--- src/inc/ipm_pkg.sv ---
// constants and types for the idle/sleep power mode controller
// assumes one clock domain, mclk at 200 MHz, synchronous active-high reset
package ipm_pkg;
  localparam int unsigned CLK_MHZ = 200;
  // cpu-ready delay and internal oscillator stabilization interval, in ns
  localparam int unsigned CPU_READY_NS = 100;
  localparam int unsigned INT_STABLE_NS = 1000;
  // least times round up to whole cycles
  localparam int unsigned CPU_READY_CYC = (CPU_READY_NS * CLK_MHZ + 999) / 1000;
  localparam int unsigned INT_STABLE_CYC = (INT_STABLE_NS * CLK_MHZ + 999) / 1000;
  localparam int unsigned CNT_W = 16;
  localparam int unsigned WDT_W = 16;
  localparam int unsigned FREQ_W = 3;
  localparam int unsigned WDT_TIMEOUT_CYC = 50000;

  // apb register byte offsets
  localparam logic [7:0] REG_CTRL = 8'h00;
  localparam logic [7:0] REG_STATUS = 8'h04;
  localparam logic [7:0] REG_CFG = 8'h08;

  // control field positions
  localparam int unsigned CTRL_IDLE_SEL = 0;
  localparam int unsigned CTRL_CS_LO = 1;
  localparam int unsigned CTRL_CS_HI = 2;
  localparam int unsigned CTRL_FREQ_LSB = 4;
  localparam int unsigned CTRL_INT_SRC = 7;
  localparam int unsigned CTRL_T1_EN = 8;
  // config field positions
  localparam int unsigned CFG_WDT_EN = 0;
  localparam int unsigned CFG_FSCM_EN = 1;
  localparam int unsigned CFG_TWO_SPEED = 2;
  // status field positions
  localparam int unsigned ST_PRI_RDY = 0;
  localparam int unsigned ST_INT_STB = 1;
  localparam int unsigned ST_T1_RUN = 2;
  localparam int unsigned ST_MODE_LSB = 4;

  // clock_select encodings
  localparam logic [1:0] CS_PRIMARY = 2'h0;
  localparam logic [1:0] CS_TIMER1 = 2'h1;

  typedef enum logic [2:0] {
    ST_RESET_HOLD,
    ST_RUN,
    ST_IDLE,
    ST_SLEEP,
    ST_WAKE_WAIT,
    ST_WAKE_DELAY
  } ipm_state_t;
endpackage : ipm_pkg

--- src/verilog/ipm_ctrl.sv ---
// idle/sleep power mode controller: cpu and peripheral clock gating, wake sequencing
// assumes cpu strobes sleep/wdt-clear for one cycle and oscillators report ready levels
//
// Function
// [RULE1] idle sleep gates cpu, keeps peripherals
// [RULE2] idle keeps slow rc and timer1 running; slow rc on for watchdog, fail-safe, internal source or reset hold
// [RULE3] idle exit only interrupt, watchdog, reset
// [RULE4] wake waits cpu-ready delay, same source
// [RULE5] watchdog in idle/sleep wakes, no reset
// [RULE6] primary idle keeps primary clock, flag
// [RULE7] timer1 select stops primary, sets t1 flag
// [RULE8] sleep ignored if timer1 disabled
// [RULE9] peripheral clock waits timer1 start
// [RULE10] upper select stops primary, clears flag
// [RULE11] internal output enabled, flag after stabilization
// [RULE12] stable flag kept; disabled when unselected
// [RULE13] internal_idle_mode wake stays on internal mux
// [RULE14] enabled interrupt flag starts exit
// [RULE15] branch to vector if global enable
// [RULE16] resume first cycle after delay
// [RULE17] watchdog in run mode resets
// [RULE18] watchdog cleared on listed events
// [RULE19] reset exit waits primary ready
// [RULE20] two-speed start runs on internal mux
// [RULE21] full sleep stops clocks, clears flags
// [RULE22] delays are parameterized cycle counts
`timescale 1ns/1ps
module ipm_ctrl #(
  parameter int unsigned CPU_READY_CYCLES = ipm_pkg::CPU_READY_CYC,
  parameter int unsigned INT_STABLE_CYCLES = ipm_pkg::INT_STABLE_CYC,
  parameter int unsigned WDT_TIMEOUT = ipm_pkg::WDT_TIMEOUT_CYC
) (
  input wire logic mclk,
  input wire logic rst,
  input wire logic psel,
  input wire logic penable,
  input wire logic pwrite,
  input wire logic [7:0] paddr,
  input wire logic [31:0] pwdata,
  output logic [31:0] prdata,
  output logic pready,
  output logic pslverr,
  input wire logic sleep_instr,
  input wire logic watchdog_clear_instr,
  input wire logic irq_pending,
  input wire logic global_irq_enable,
  input wire logic primary_osc_ready,
  input wire logic timer1_osc_running,
  input wire logic primary_is_internal,
  input wire logic clock_lost,
  output logic cpu_clk_en,
  output logic periph_clk_en,
  output logic [1:0] periph_clk_src,
  output logic primary_osc_en,
  output logic timer1_osc_en,
  output logic fast_internal_osc_en,
  output logic slow_internal_rc_en,
  output logic cpu_resume,
  output logic irq_vector_branch,
  output logic watchdog_reset,
  output logic cpu_in_reset
);
  import ipm_pkg::*;

  localparam logic [1:0] SRC_PRIMARY = 2'h0;
  localparam logic [1:0] SRC_TIMER1 = 2'h1;
  localparam logic [1:0] SRC_INTERNAL = 2'h2;

  logic idle_select_q;
  logic [1:0] clock_select_q;
  logic [FREQ_W-1:0] internal_freq_select_q;
  logic internal_source_select_q;
  logic timer1_osc_enable_q;
  logic wdt_en_q, fscm_en_q, two_speed_q;
  logic primary_ready_flag_q, internal_stable_flag_q, timer1_clock_running_flag_q;
  ipm_state_t state_q;
  logic [CNT_W-1:0] delay_q;
  logic [CNT_W-1:0] stab_q;
  logic [WDT_W-1:0] wdt_q;
  logic irq_wake_q;
  logic [1:0] src_q;
  logic primary_on_q;

  logic apb_wr, apb_rd, freq_write, wdt_timeout, wake_evt, int_out_req, sleep_ok;
  logic [1:0] req_src;
  logic clock_select_upper, clock_select_lower;

  assign apb_wr = psel && penable && pwrite;
  assign apb_rd = psel && penable && !pwrite;
  assign clock_select_upper = clock_select_q[1];
  assign clock_select_lower = clock_select_q[0];
  assign freq_write = apb_wr && paddr == REG_CTRL &&
                      pwdata[CTRL_FREQ_LSB +: FREQ_W] != internal_freq_select_q;
  assign wdt_timeout = wdt_en_q && wdt_q >= WDT_W'(WDT_TIMEOUT - 1);
  // [RULE11] internal output request
  assign int_out_req = internal_freq_select_q != '0 || internal_source_select_q;
  // [RULE10] upper bit wins, lower ignored
  assign req_src = clock_select_upper ? SRC_INTERNAL :
                   (clock_select_lower ? SRC_TIMER1 : SRC_PRIMARY);
  // [RULE8] timer1 request needs enabled oscillator
  assign sleep_ok = !(idle_select_q && req_src == SRC_TIMER1 && !timer1_osc_enable_q);
  // [RULE3] only these wake the cpu
  // [RULE14] enabled pending flag starts exit
  assign wake_evt = irq_pending || wdt_timeout;

  always_ff @(posedge mclk) begin
    if (rst) begin
      idle_select_q <= 1'b0;
      clock_select_q <= CS_PRIMARY;
      internal_freq_select_q <= '0;
      internal_source_select_q <= 1'b0;
      timer1_osc_enable_q <= 1'b0;
      wdt_en_q <= 1'b0;
      fscm_en_q <= 1'b0;
      two_speed_q <= 1'b0;
    end else if (apb_wr && paddr == REG_CTRL) begin
      idle_select_q <= pwdata[CTRL_IDLE_SEL];
      clock_select_q <= {pwdata[CTRL_CS_HI], pwdata[CTRL_CS_LO]};
      internal_freq_select_q <= pwdata[CTRL_FREQ_LSB +: FREQ_W];
      internal_source_select_q <= pwdata[CTRL_INT_SRC];
      timer1_osc_enable_q <= pwdata[CTRL_T1_EN];
    end else if (apb_wr && paddr == REG_CFG) begin
      wdt_en_q <= pwdata[CFG_WDT_EN];
      fscm_en_q <= pwdata[CFG_FSCM_EN];
      two_speed_q <= pwdata[CFG_TWO_SPEED];
    end
  end

  always_ff @(posedge mclk) begin
    if (rst) begin
      prdata <= '0;
      pready <= 1'b0;
      pslverr <= 1'b0;
    end else begin
      pready <= psel && !penable;
      pslverr <= psel && !penable && paddr != REG_CTRL && paddr != REG_STATUS && paddr != REG_CFG;
      prdata <= '0;
      if (psel && !penable && !pwrite) begin
        case (paddr)
          REG_CTRL: begin
            prdata[CTRL_IDLE_SEL] <= idle_select_q;
            prdata[CTRL_CS_LO] <= clock_select_q[0];
            prdata[CTRL_CS_HI] <= clock_select_q[1];
            prdata[CTRL_FREQ_LSB +: FREQ_W] <= internal_freq_select_q;
            prdata[CTRL_INT_SRC] <= internal_source_select_q;
            prdata[CTRL_T1_EN] <= timer1_osc_enable_q;
          end
          REG_STATUS: begin
            prdata[ST_PRI_RDY] <= primary_ready_flag_q;
            prdata[ST_INT_STB] <= internal_stable_flag_q;
            prdata[ST_T1_RUN] <= timer1_clock_running_flag_q;
            prdata[ST_MODE_LSB +: 3] <= state_q;
          end
          REG_CFG: begin
            prdata[CFG_WDT_EN] <= wdt_en_q;
            prdata[CFG_FSCM_EN] <= fscm_en_q;
            prdata[CFG_TWO_SPEED] <= two_speed_q;
          end
          default: prdata <= '0;
        endcase
      end
    end
  end

  // mode sequencer
  always_ff @(posedge mclk) begin
    if (rst) begin
      state_q <= ST_RESET_HOLD;
      delay_q <= '0;
      irq_wake_q <= 1'b0;
      src_q <= SRC_PRIMARY;
      primary_on_q <= 1'b1;
      cpu_resume <= 1'b0;
      irq_vector_branch <= 1'b0;
      watchdog_reset <= 1'b0;
    end else begin
      cpu_resume <= 1'b0;
      irq_vector_branch <= 1'b0;
      watchdog_reset <= 1'b0;
      case (state_q)
        ST_RESET_HOLD: begin
          primary_on_q <= 1'b1;
          // [RULE20] two-speed start on internal mux
          if (two_speed_q || fscm_en_q) begin
            src_q <= SRC_INTERNAL;
            state_q <= ST_RUN;
          // [RULE19] held by start-up timer
          end else if (primary_osc_ready) begin
            src_q <= SRC_PRIMARY;
            state_q <= ST_RUN;
          end
        end
        ST_RUN: begin
          if (src_q == SRC_INTERNAL && primary_on_q && primary_osc_ready && req_src == SRC_PRIMARY) begin
            src_q <= SRC_PRIMARY;
          end
          // [RULE17] run-mode timeout resets
          if (wdt_timeout) begin
            watchdog_reset <= 1'b1;
            state_q <= ST_RESET_HOLD;
          end else if (sleep_instr && sleep_ok) begin
            // [RULE1] cpu stops, peripherals take selected source
            if (idle_select_q) begin
              state_q <= ST_IDLE;
              src_q <= req_src;
              // [RULE6] primary idle keeps primary running
              // [RULE7] timer1 idle stops primary
              primary_on_q <= req_src == SRC_PRIMARY;
            end else begin
              // [RULE21] full sleep stops oscillator
              state_q <= ST_SLEEP;
              primary_on_q <= 1'b0;
            end
          end
        end
        ST_IDLE, ST_SLEEP: begin
          if (wake_evt) begin
            irq_wake_q <= irq_pending;
            delay_q <= CNT_W'(CPU_READY_CYCLES);
            // [RULE5] wake to run mode of current select
            src_q <= req_src;
            primary_on_q <= req_src == SRC_PRIMARY;
            state_q <= (state_q == ST_SLEEP && req_src == SRC_PRIMARY && !(two_speed_q || fscm_en_q)) ?
                       ST_WAKE_WAIT : ST_WAKE_DELAY;
            // [RULE20] sleep wake on internal mux first
            if (state_q == ST_SLEEP && req_src == SRC_PRIMARY && (two_speed_q || fscm_en_q)) begin
              src_q <= SRC_INTERNAL;
            end
          end
        end
        ST_WAKE_WAIT: begin
          if (primary_osc_ready) begin
            state_q <= ST_WAKE_DELAY;
          end
        end
        ST_WAKE_DELAY: begin
          // [RULE4] cpu-ready delay before execution
          if (delay_q > CNT_W'(1)) begin
            delay_q <= delay_q - CNT_W'(1);
          end else begin
            // [RULE16] resume right after the delay
            state_q <= ST_RUN;
            cpu_resume <= 1'b1;
            // [RULE15] vector only with global enable
            irq_vector_branch <= irq_wake_q && global_irq_enable;
          end
        end
        default: state_q <= ST_RESET_HOLD;
      endcase
    end
  end

  // [RULE18] watchdog clear events
  always_ff @(posedge mclk) begin
    if (rst) begin
      wdt_q <= '0;
    end else if (sleep_instr || watchdog_clear_instr || (fscm_en_q && clock_lost) ||
                 (freq_write && src_q == SRC_INTERNAL) || wdt_timeout || !wdt_en_q) begin
      wdt_q <= '0;
    end else begin
      wdt_q <= wdt_q + WDT_W'(1);
    end
  end

  // [RULE11] stabilization count for internal output
  always_ff @(posedge mclk) begin
    if (rst) begin
      stab_q <= '0;
    end else if (!int_out_req) begin
      stab_q <= '0;
    end else if (stab_q < CNT_W'(INT_STABLE_CYCLES)) begin
      stab_q <= stab_q + CNT_W'(1);
    end
  end

  // clock-source status flags
  always_ff @(posedge mclk) begin
    if (rst) begin
      primary_ready_flag_q <= 1'b0;
      internal_stable_flag_q <= 1'b0;
      timer1_clock_running_flag_q <= 1'b0;
    end else if (state_q == ST_SLEEP) begin
      // [RULE21] all flags clear in sleep
      primary_ready_flag_q <= 1'b0;
      internal_stable_flag_q <= 1'b0;
      timer1_clock_running_flag_q <= 1'b0;
    end else if (state_q != ST_IDLE || src_q != SRC_PRIMARY) begin
      // [RULE7] timer1 flag, primary cleared
      // [RULE19] primary flag when primary clocks
      primary_ready_flag_q <= src_q == SRC_PRIMARY && primary_on_q && primary_osc_ready;
      timer1_clock_running_flag_q <= src_q == SRC_TIMER1 && timer1_osc_running;
      // [RULE12] flag held while stable, clear if off
      internal_stable_flag_q <= int_out_req && stab_q >= CNT_W'(INT_STABLE_CYCLES) &&
                                (src_q == SRC_INTERNAL || primary_is_internal);
    end
  end

  // clock enables and oscillator controls
  always_ff @(posedge mclk) begin
    if (rst) begin
      cpu_clk_en <= 1'b0;
      periph_clk_en <= 1'b0;
      periph_clk_src <= SRC_PRIMARY;
      primary_osc_en <= 1'b1;
      timer1_osc_en <= 1'b0;
      fast_internal_osc_en <= 1'b0;
      slow_internal_rc_en <= 1'b1;
      cpu_in_reset <= 1'b1;
    end else begin
      cpu_in_reset <= state_q == ST_RESET_HOLD && !(two_speed_q || fscm_en_q);
      cpu_clk_en <= state_q == ST_RUN;
      // [RULE9] peripherals wait for timer1 start
      // [RULE13] internal mux keeps clocking on wake
      periph_clk_en <= (state_q == ST_RUN || state_q == ST_IDLE || state_q == ST_WAKE_DELAY) &&
                       !(src_q == SRC_TIMER1 && !timer1_osc_running);
      periph_clk_src <= src_q;
      primary_osc_en <= primary_on_q;
      // [RULE2] timer1 keeps running when enabled
      timer1_osc_en <= timer1_osc_enable_q;
      // [RULE11] fast internal output enable
      fast_internal_osc_en <= int_out_req;
      // [RULE2] slow rc kept for watchdog
      // [RULE13] also for fail-safe monitor
      slow_internal_rc_en <= wdt_en_q || fscm_en_q || src_q == SRC_INTERNAL || state_q == ST_RESET_HOLD;
    end
  end
endmodule : ipm_ctrl

--- config.mk ---
export PLATFORM = sky130hd
export DESIGN_NAME = ipm_ctrl
export DESIGN_NICKNAME = d
export VERILOG_FILES = /design/src/inc/ipm_pkg.sv /design/src/verilog/ipm_ctrl.sv
export SDC_FILE = /design/constraint.sdc
export NUM_CORES = 1
export LEC_CHECK = 0
export BUFFER_PORTS_ARGS = -buffer_cell sky130_fd_sc_hd__clkbuf_2
export CAP_MARGIN = 20
export CORE_MARGIN = 4
export CORE_UTILIZATION = 41
export DETAILED_ROUTE_END_ITERATION = 10
export PLACE_DENSITY = 0.74
export SETUP_SLACK_MARGIN = 0.05
export SKIP_LAST_GASP = 1
export SLEW_MARGIN = 0
export SYNTH_ARGS = -nofsm -noshare
export SYNTH_HDL_FRONTEND = slang
export SYNTH_SLANG_ARGS = --single-unit
--- constraint.sdc ---
create_clock -name mclk -period 5.45 [get_ports mclk]
set_input_delay 0.2725 -clock mclk [delete_from_list [all_inputs] [get_ports mclk]]
set_output_delay 0.2725 -clock mclk [all_outputs]
set_load 0.05 [all_outputs]
# Yosys cells after proc, flatten, opt, wreduce, memory -nomap -nowiden
# Index checks and enable logic that the tools add are counted.
[word_totals] ff_bits=115 latchBits=0 mem_bits_rw=0 romBits=0 memories=0
[classes] n_addsub=3 n_mul=0 div_mod_pow=0 order_cmp=4 n_eq_ne=22 n_shift=0 mux=33 n_bitwise=6 n_reduce_logical=78
[ops] cell="16-bit by 1-bit adder with 16-bit output (second input constant)" n=2
[ops] cell="16-bit 2-to-1 mux" n=2
[ops] cell="16-bit one-hot mux with 2 select lines" n=1
[ops] cell="1-bit logical AND" n=31
[ops] cell="3-bit 2-to-1 mux" n=7
[ops] cell="2-bit 2-to-1 mux" n=9
[ops] cell="16-bit greater-or-equal comparator (second input constant)" n=1
[ops] cell="16-bit by 8-bit greater-or-equal comparator with 1-bit output (second input constant)" n=1
[ops] cell="16-bit by 1-bit greater-than comparator with 1-bit output (second input constant)" n=1
[ops] cell="16-bit by 8-bit less-than comparator with 1-bit output (second input constant)" n=1
[ops] cell="16-bit by 1-bit subtractor with 16-bit output (second input constant)" n=1
[ops] cell="1-bit logical OR" n=15
[ops] cell="3-bit one-hot mux with 5 select lines" n=1
[ops] cell="2-bit OR reduction" n=7
[ops] cell="2-bit != test (second input constant)" n=6
[ops] cell="1-bit 2-to-1 mux" n=9
[ops] cell="3-bit one-hot mux with 3 select lines" n=1
[ops] cell="8-bit by 3-bit == test with 1-bit output (second input constant)" n=1
[ops] cell="8-bit by 4-bit == test with 1-bit output (second input constant)" n=1
[ops] cell="1-bit logical NOT" n=8
[ops] cell="8-bit logical NOT" n=1
[ops] cell="8-bit by 3-bit != test with 1-bit output (second input constant)" n=1
[ops] cell="8-bit by 4-bit != test with 1-bit output (second input constant)" n=1
[ops] cell="8-bit nonzero test" n=1
[ops] cell="other kinds (21)" n=36

# Logic depth before layout (Yosys ltp)
[depth] word_depth=10 depth_mapped=8

# Least setup slack after synthesis
# No wires, ideal clock.
[synth_timing] kind="reg2reg" startpoint="register delay_q[6]" endpoint="register delay_q[15]" setup_ns=0.072 t_arrival_ns=2.204 setup_slack_ns=3.174 stages_incl_launch_ff=7 n_path_buf=1 synth_period_minus_slack_ns=2.276 path_cell_list="dfxtp_1 -> or4_4 -> or4_1 -> buf_2 -> or4_1 -> a21oi_2 -> mux2i_1"
[synth_between] elab_chain_cells=3 word_cells_on_any_way=6 classes_between="add/sub: 1; order compare: 1; eq/ne: 1; mux: 2; reduce/logical: 1"
[synth_lines] element="from (decl)" line="ipm_ctrl.sv:77" rtl="logic [CNT_W-1:0] delay_q;"
[synth_lines] element="from (signal assigned)" line="ipm_ctrl.sv:219" rtl="delay_q <= CNT_W'(CPU_READY_CYCLES);"
[synth_lines] element="from (signal assigned)" line="ipm_ctrl.sv:239" rtl="delay_q <= delay_q - CNT_W'(1);"
[synth_lines] element="16-bit by 1-bit subtractor with 16-bit output or 16-bit by 1-bit greater-than comparator with 1-bit output (tied branches)" line="ipm_ctrl.sv:239, ipm_ctrl.sv:238"
[synth_lines] element="16-bit 2-to-1 mux or 2-bit != test (tied branches)"
[synth_lines] element="16-bit one-hot mux with 2 select lines or 3-bit AND reduction (tied branches)"
# Parallel ways exist; a longest one is shown, timed or not. The select of a mux whose other input is x is not followed.
# A chain may end at the register's enable or synchronous reset.

# Worst setup path after layout
[layout_timing] startpoint="register delay_q[6]" endpoint="register delay_q[3]"
[layout_between] elab_chain_cells=3
[layout_lines] element="16-bit by 1-bit greater-than comparator with 1-bit output" line="ipm_ctrl.sv:238" rtl="if (delay_q > CNT_W'(1)) begin"
[layout_lines] element="2-bit != test (no line)"
[layout_lines] element="3-bit AND reduction (no line)"
# No other way between the ends.

==> impl_metrics.env <==
export IMPL_critPathCapture="delay_q[3]"
export IMPL_place_area_um2=4530
export IMPL_chipHeight_um=110
export IMPL_layout_drive_gt1_share_pct=14.6
export IMPL_post_cts_setup_buffers=0
export IMPL_yosys_warnings=0
export IMPL_wl_per_cell_um=13.5
export IMPL_worstPathRequired_ns=5.68
export IMPL_combPwrFrac_pct=17.7
export IMPL_synth_flop_cell="dfxtp_1"
export IMPL_routabilityCongestion=0.881
export IMPL_hold_depth=3
export IMPL_final_area_um2=4730
export IMPL_grt_max_degree=43
export IMPL_netlist_cell_type_count=51
export IMPL_clock_latency_ns=0.36
export IMPL_dieArea_um2=12200
export IMPL_synth_area_top_cells="dfxtp_1 (42%), mux2i_1 (7.0%), nor2_1 (6.3%)"
export IMPL_synth_cells=495
export IMPL_holdCritPathClass="input pin to flop"
export IMPL_slowest_delay_ns=0.68
export IMPL_switching_share_pct=31.1
export IMPL_critPathSlowestCell="or4_1"
export IMPL_hold_buffers=0
export IMPL_antenna_cells=0
export IMPL_grtUsageTotal_pct=14.6
export IMPL_slew_violations=0
export IMPL_intPower_uw=987
export IMPL_p_switching_uw=446
export IMPL_syn_area_um2=4300
export IMPL_die_w_um=110
export IMPL_startpoint_type="flop"
export IMPL_status="finished clean"
export IMPL_cap_violations=0
export IMPL_core_area_um2=10300
export IMPL_grt_overflow=0
export IMPL_cts_root_buf="clkbuf_8"
export IMPL_period_share_pct=48.5
export IMPL_setup_worst_path_start="delay_q[6]"
export IMPL_synth_avg_cell_area_um2=8.69
export IMPL_irDropWorstVdd_v=0.000132
export IMPL_cts_sinks=91
export IMPL_leakagePower_nw=1.94
export IMPL_clock_skew_ns=0.0110
export IMPL_ant_nets=0
export IMPL_reg2reg_slack_ns=2.81
export IMPL_vias=3500
export IMPL_mostFrequentLayoutCells="dfxtp_1 (91), nor2_1 (72), clkbuf_2 (50), mux2i_1 (30)"
export IMPL_final_util_pct=46.1
export IMPL_nNetsFinal=589
export IMPL_dp_hpwl_mm=6.43
export IMPL_crit_fanout=18
export IMPL_cts_htree_levels=3
export IMPL_drt_iter0_drc=217
export IMPL_grt_pass1_wl_mm=15.0
export IMPL_stdcell_count=672
export IMPL_row_count=37
export IMPL_arrival_ns=2.87
export IMPL_worstSetupPathType="flop to flop"
export IMPL_layout_area_overhead_vs_synth_pct=10.1
export IMPL_met3_usage_pct=3.40
export IMPL_crit_chain="or4_4 > or4_1 > o21ai_4 > a2111oi_0 > mux2i_1"
export IMPL_clk_pin_slew_ns=0.10
export IMPL_clockBufferDepth=2
export IMPL_viasPerCell=5.21
export IMPL_cts_tree="built"
export IMPL_ios=99
export IMPL_grt_use_met2_pct=24.6
export IMPL_synth_enable_flop_cells=0
export IMPL_grt_pass1_vias=3170
export IMPL_ys_seq_area_share_pct=42.4
export IMPL_final_common_cell="dfxtp_1"
export IMPL_synth_seq_cells=91
export IMPL_tns_ns=0
export IMPL_cts_resized=0
export IMPL_r2r_end="delay_q[3]"
export IMPL_period_needed_ns=2.64
export IMPL_busiest_layer="met2"
export IMPL_synth_top_cell_by_area="dfxtp_1"
export IMPL_worst_pin_slew_ns=0.989
export IMPL_setup_viol=0
export IMPL_fmax_ghz=0.379
export IMPL_numCtsBuffers=9
export IMPL_grtUsageMet1_pct=18.0
export IMPL_io_buffer_count=50
export IMPL_endpoint_kind="flop"
export IMPL_clockPowerShare_pct=32.4
export IMPL_finalHoldViolations=0
export IMPL_rsz0062_at_grt="no"
export IMPL_p_per_area_nw_per_um2=303
export IMPL_start_util_pct=41.8
export IMPL_async_flop_share_pct=0
export IMPL_synth_top_area_share_pct=42.4
export IMPL_drcViolationCount=0
export IMPL_antenna_found_initial=0
export IMPL_power_share_sequential_pct=49.9
export IMPL_drt_total_wl_mm=9.10
export IMPL_drt_pass1_iterations=4
export IMPL_reg2reg_from="delay_q[6]"
export IMPL_relSlewSlack_pct=34.0
export IMPL_dp_cells=656
export IMPL_rr_worst_depth=5
==> power groups by stage <==
| stage | sequential, mW | combinational [mW] | clock [mW] |
|---|---|---|---|
| floorplan | 0.742 | 0.202 | 0 |
| global placement | 0.728 | 0.248 | 0 |
| detailed placement | 0.730 | 0.250 | 0 |
| CTS | 0.714 | 0.252 | 0.473 |
| global route | 0.718 | 0.276 | 0.499 |
| finish | 0.715 | 0.254 | 0.465 |
==> synthesized netlist by cell type (2+ instances only) <==
cell	n
a211o_1	2
nand3_1	24
inv_1	15
a31oi_1	5
a21o_1	3
nand3b_1	13
nor2b_1	5
nand2b_1	5
dfxtp_1	91
xor2_1	14
and3_1	8
or2_2	3
nand4_1	13
or4_1	3
o21ai_0	11
mux2_2	2
o31ai_1	2
a211oi_1	2
a21boi_0	2
nor2_1	72
o2111ai_1	2
nor3_1	15
mux2i_1	30
nand2_1	18
clkbuf_1	22
and2_1	12
o311ai_0	2
or3_1	4
a2111oi_0	6
xnor2_1	10
ha_1	5
a21oi_1	21
nor4_1	9
o211ai_1	2
and4_1	3
buf_4	24
==> sequential cells by signal (all words and copies together), names as in the netlist, 2 cells and up <==
| signal | cells |
|---|---|
| wdt_q | 16 |
| clock_select_q | 2 |
| state_q | 3 |
| internal_freq_select_q | 3 |
| periph_clk_src | 2 |
| stab_q | 16 |
| src_q | 2 |
| delay_q | 16 |
| prdata | 8 |
==> metrics by stage <==
step                      setup slack [ns]  power (mW)  hold slack [ns]
after floorplan                       3.17       0.944            0.416
after global placement                2.78       0.976            0.429
after detailed placement              2.71       0.980            0.442
after CTS                             2.83        1.44            0.130
after global routing                  2.62        1.49            0.133
final                                 2.81        1.43            0.141
==> worst min path at each step <==
stage,end,slack [ns],from
finish,timer1_osc_enable_q,0.14,pwdata[8]
global route,irq_vector_branch,0.13,global_irq_enable
CTS,timer1_osc_enable_q,0.13,pwdata[8]
detailed placement,wdt_q[0],0.44,wdt_q[0]
global placement,wdt_q[0],0.43,wdt_q[0]
floorplan,clock_select_q[0],0.42,pwdata[1]
==> per-layer routing <==
| metal | vias up | share of wire [%] |
|---|---|---|
| met5 | - | 0 |
| met4 | 0 | 1.6 |
| met3 | 13 | 4.4 |
| met2 | 79 | 48 |
| met1 | 1650 | 46 |
| li1 | 1758 | - |
==> critical path: cells and delay by family, from the launching register on <==
kind / cells / cell delay (ns)
mux: 1 / 0.17
compound gates: 2 / 0.74
simple gates: 2 / 1.23
flops: 1 / 0.36
==> layout make-up <==
type,instances,area (µm²)
multi-input combinational,363,2220
clock inverter,6,75.1
inverter,15,56.3
timing repair buffer,51,258
tap,136,170
fill,983,5540
clock buffer,10,128
sequential,91,1820
==> logic make-up after synthesis <==
logic type / after synthesis / synth area share [%]
AOI/OAI and AO/OA: 68 / 10.7
xor gates and xnor gates: 24 / 4.89
adders and majority gates: 5 / 1.46
buffers and inverters: 64 / 7.89
DFF: 91 / 42.4
muxes: 32 / 7.51
other: 1 / 0.0872
and+or+nand+nor: 210 / 25.1
No activity file was read; power rests on OpenSTA's default activity.
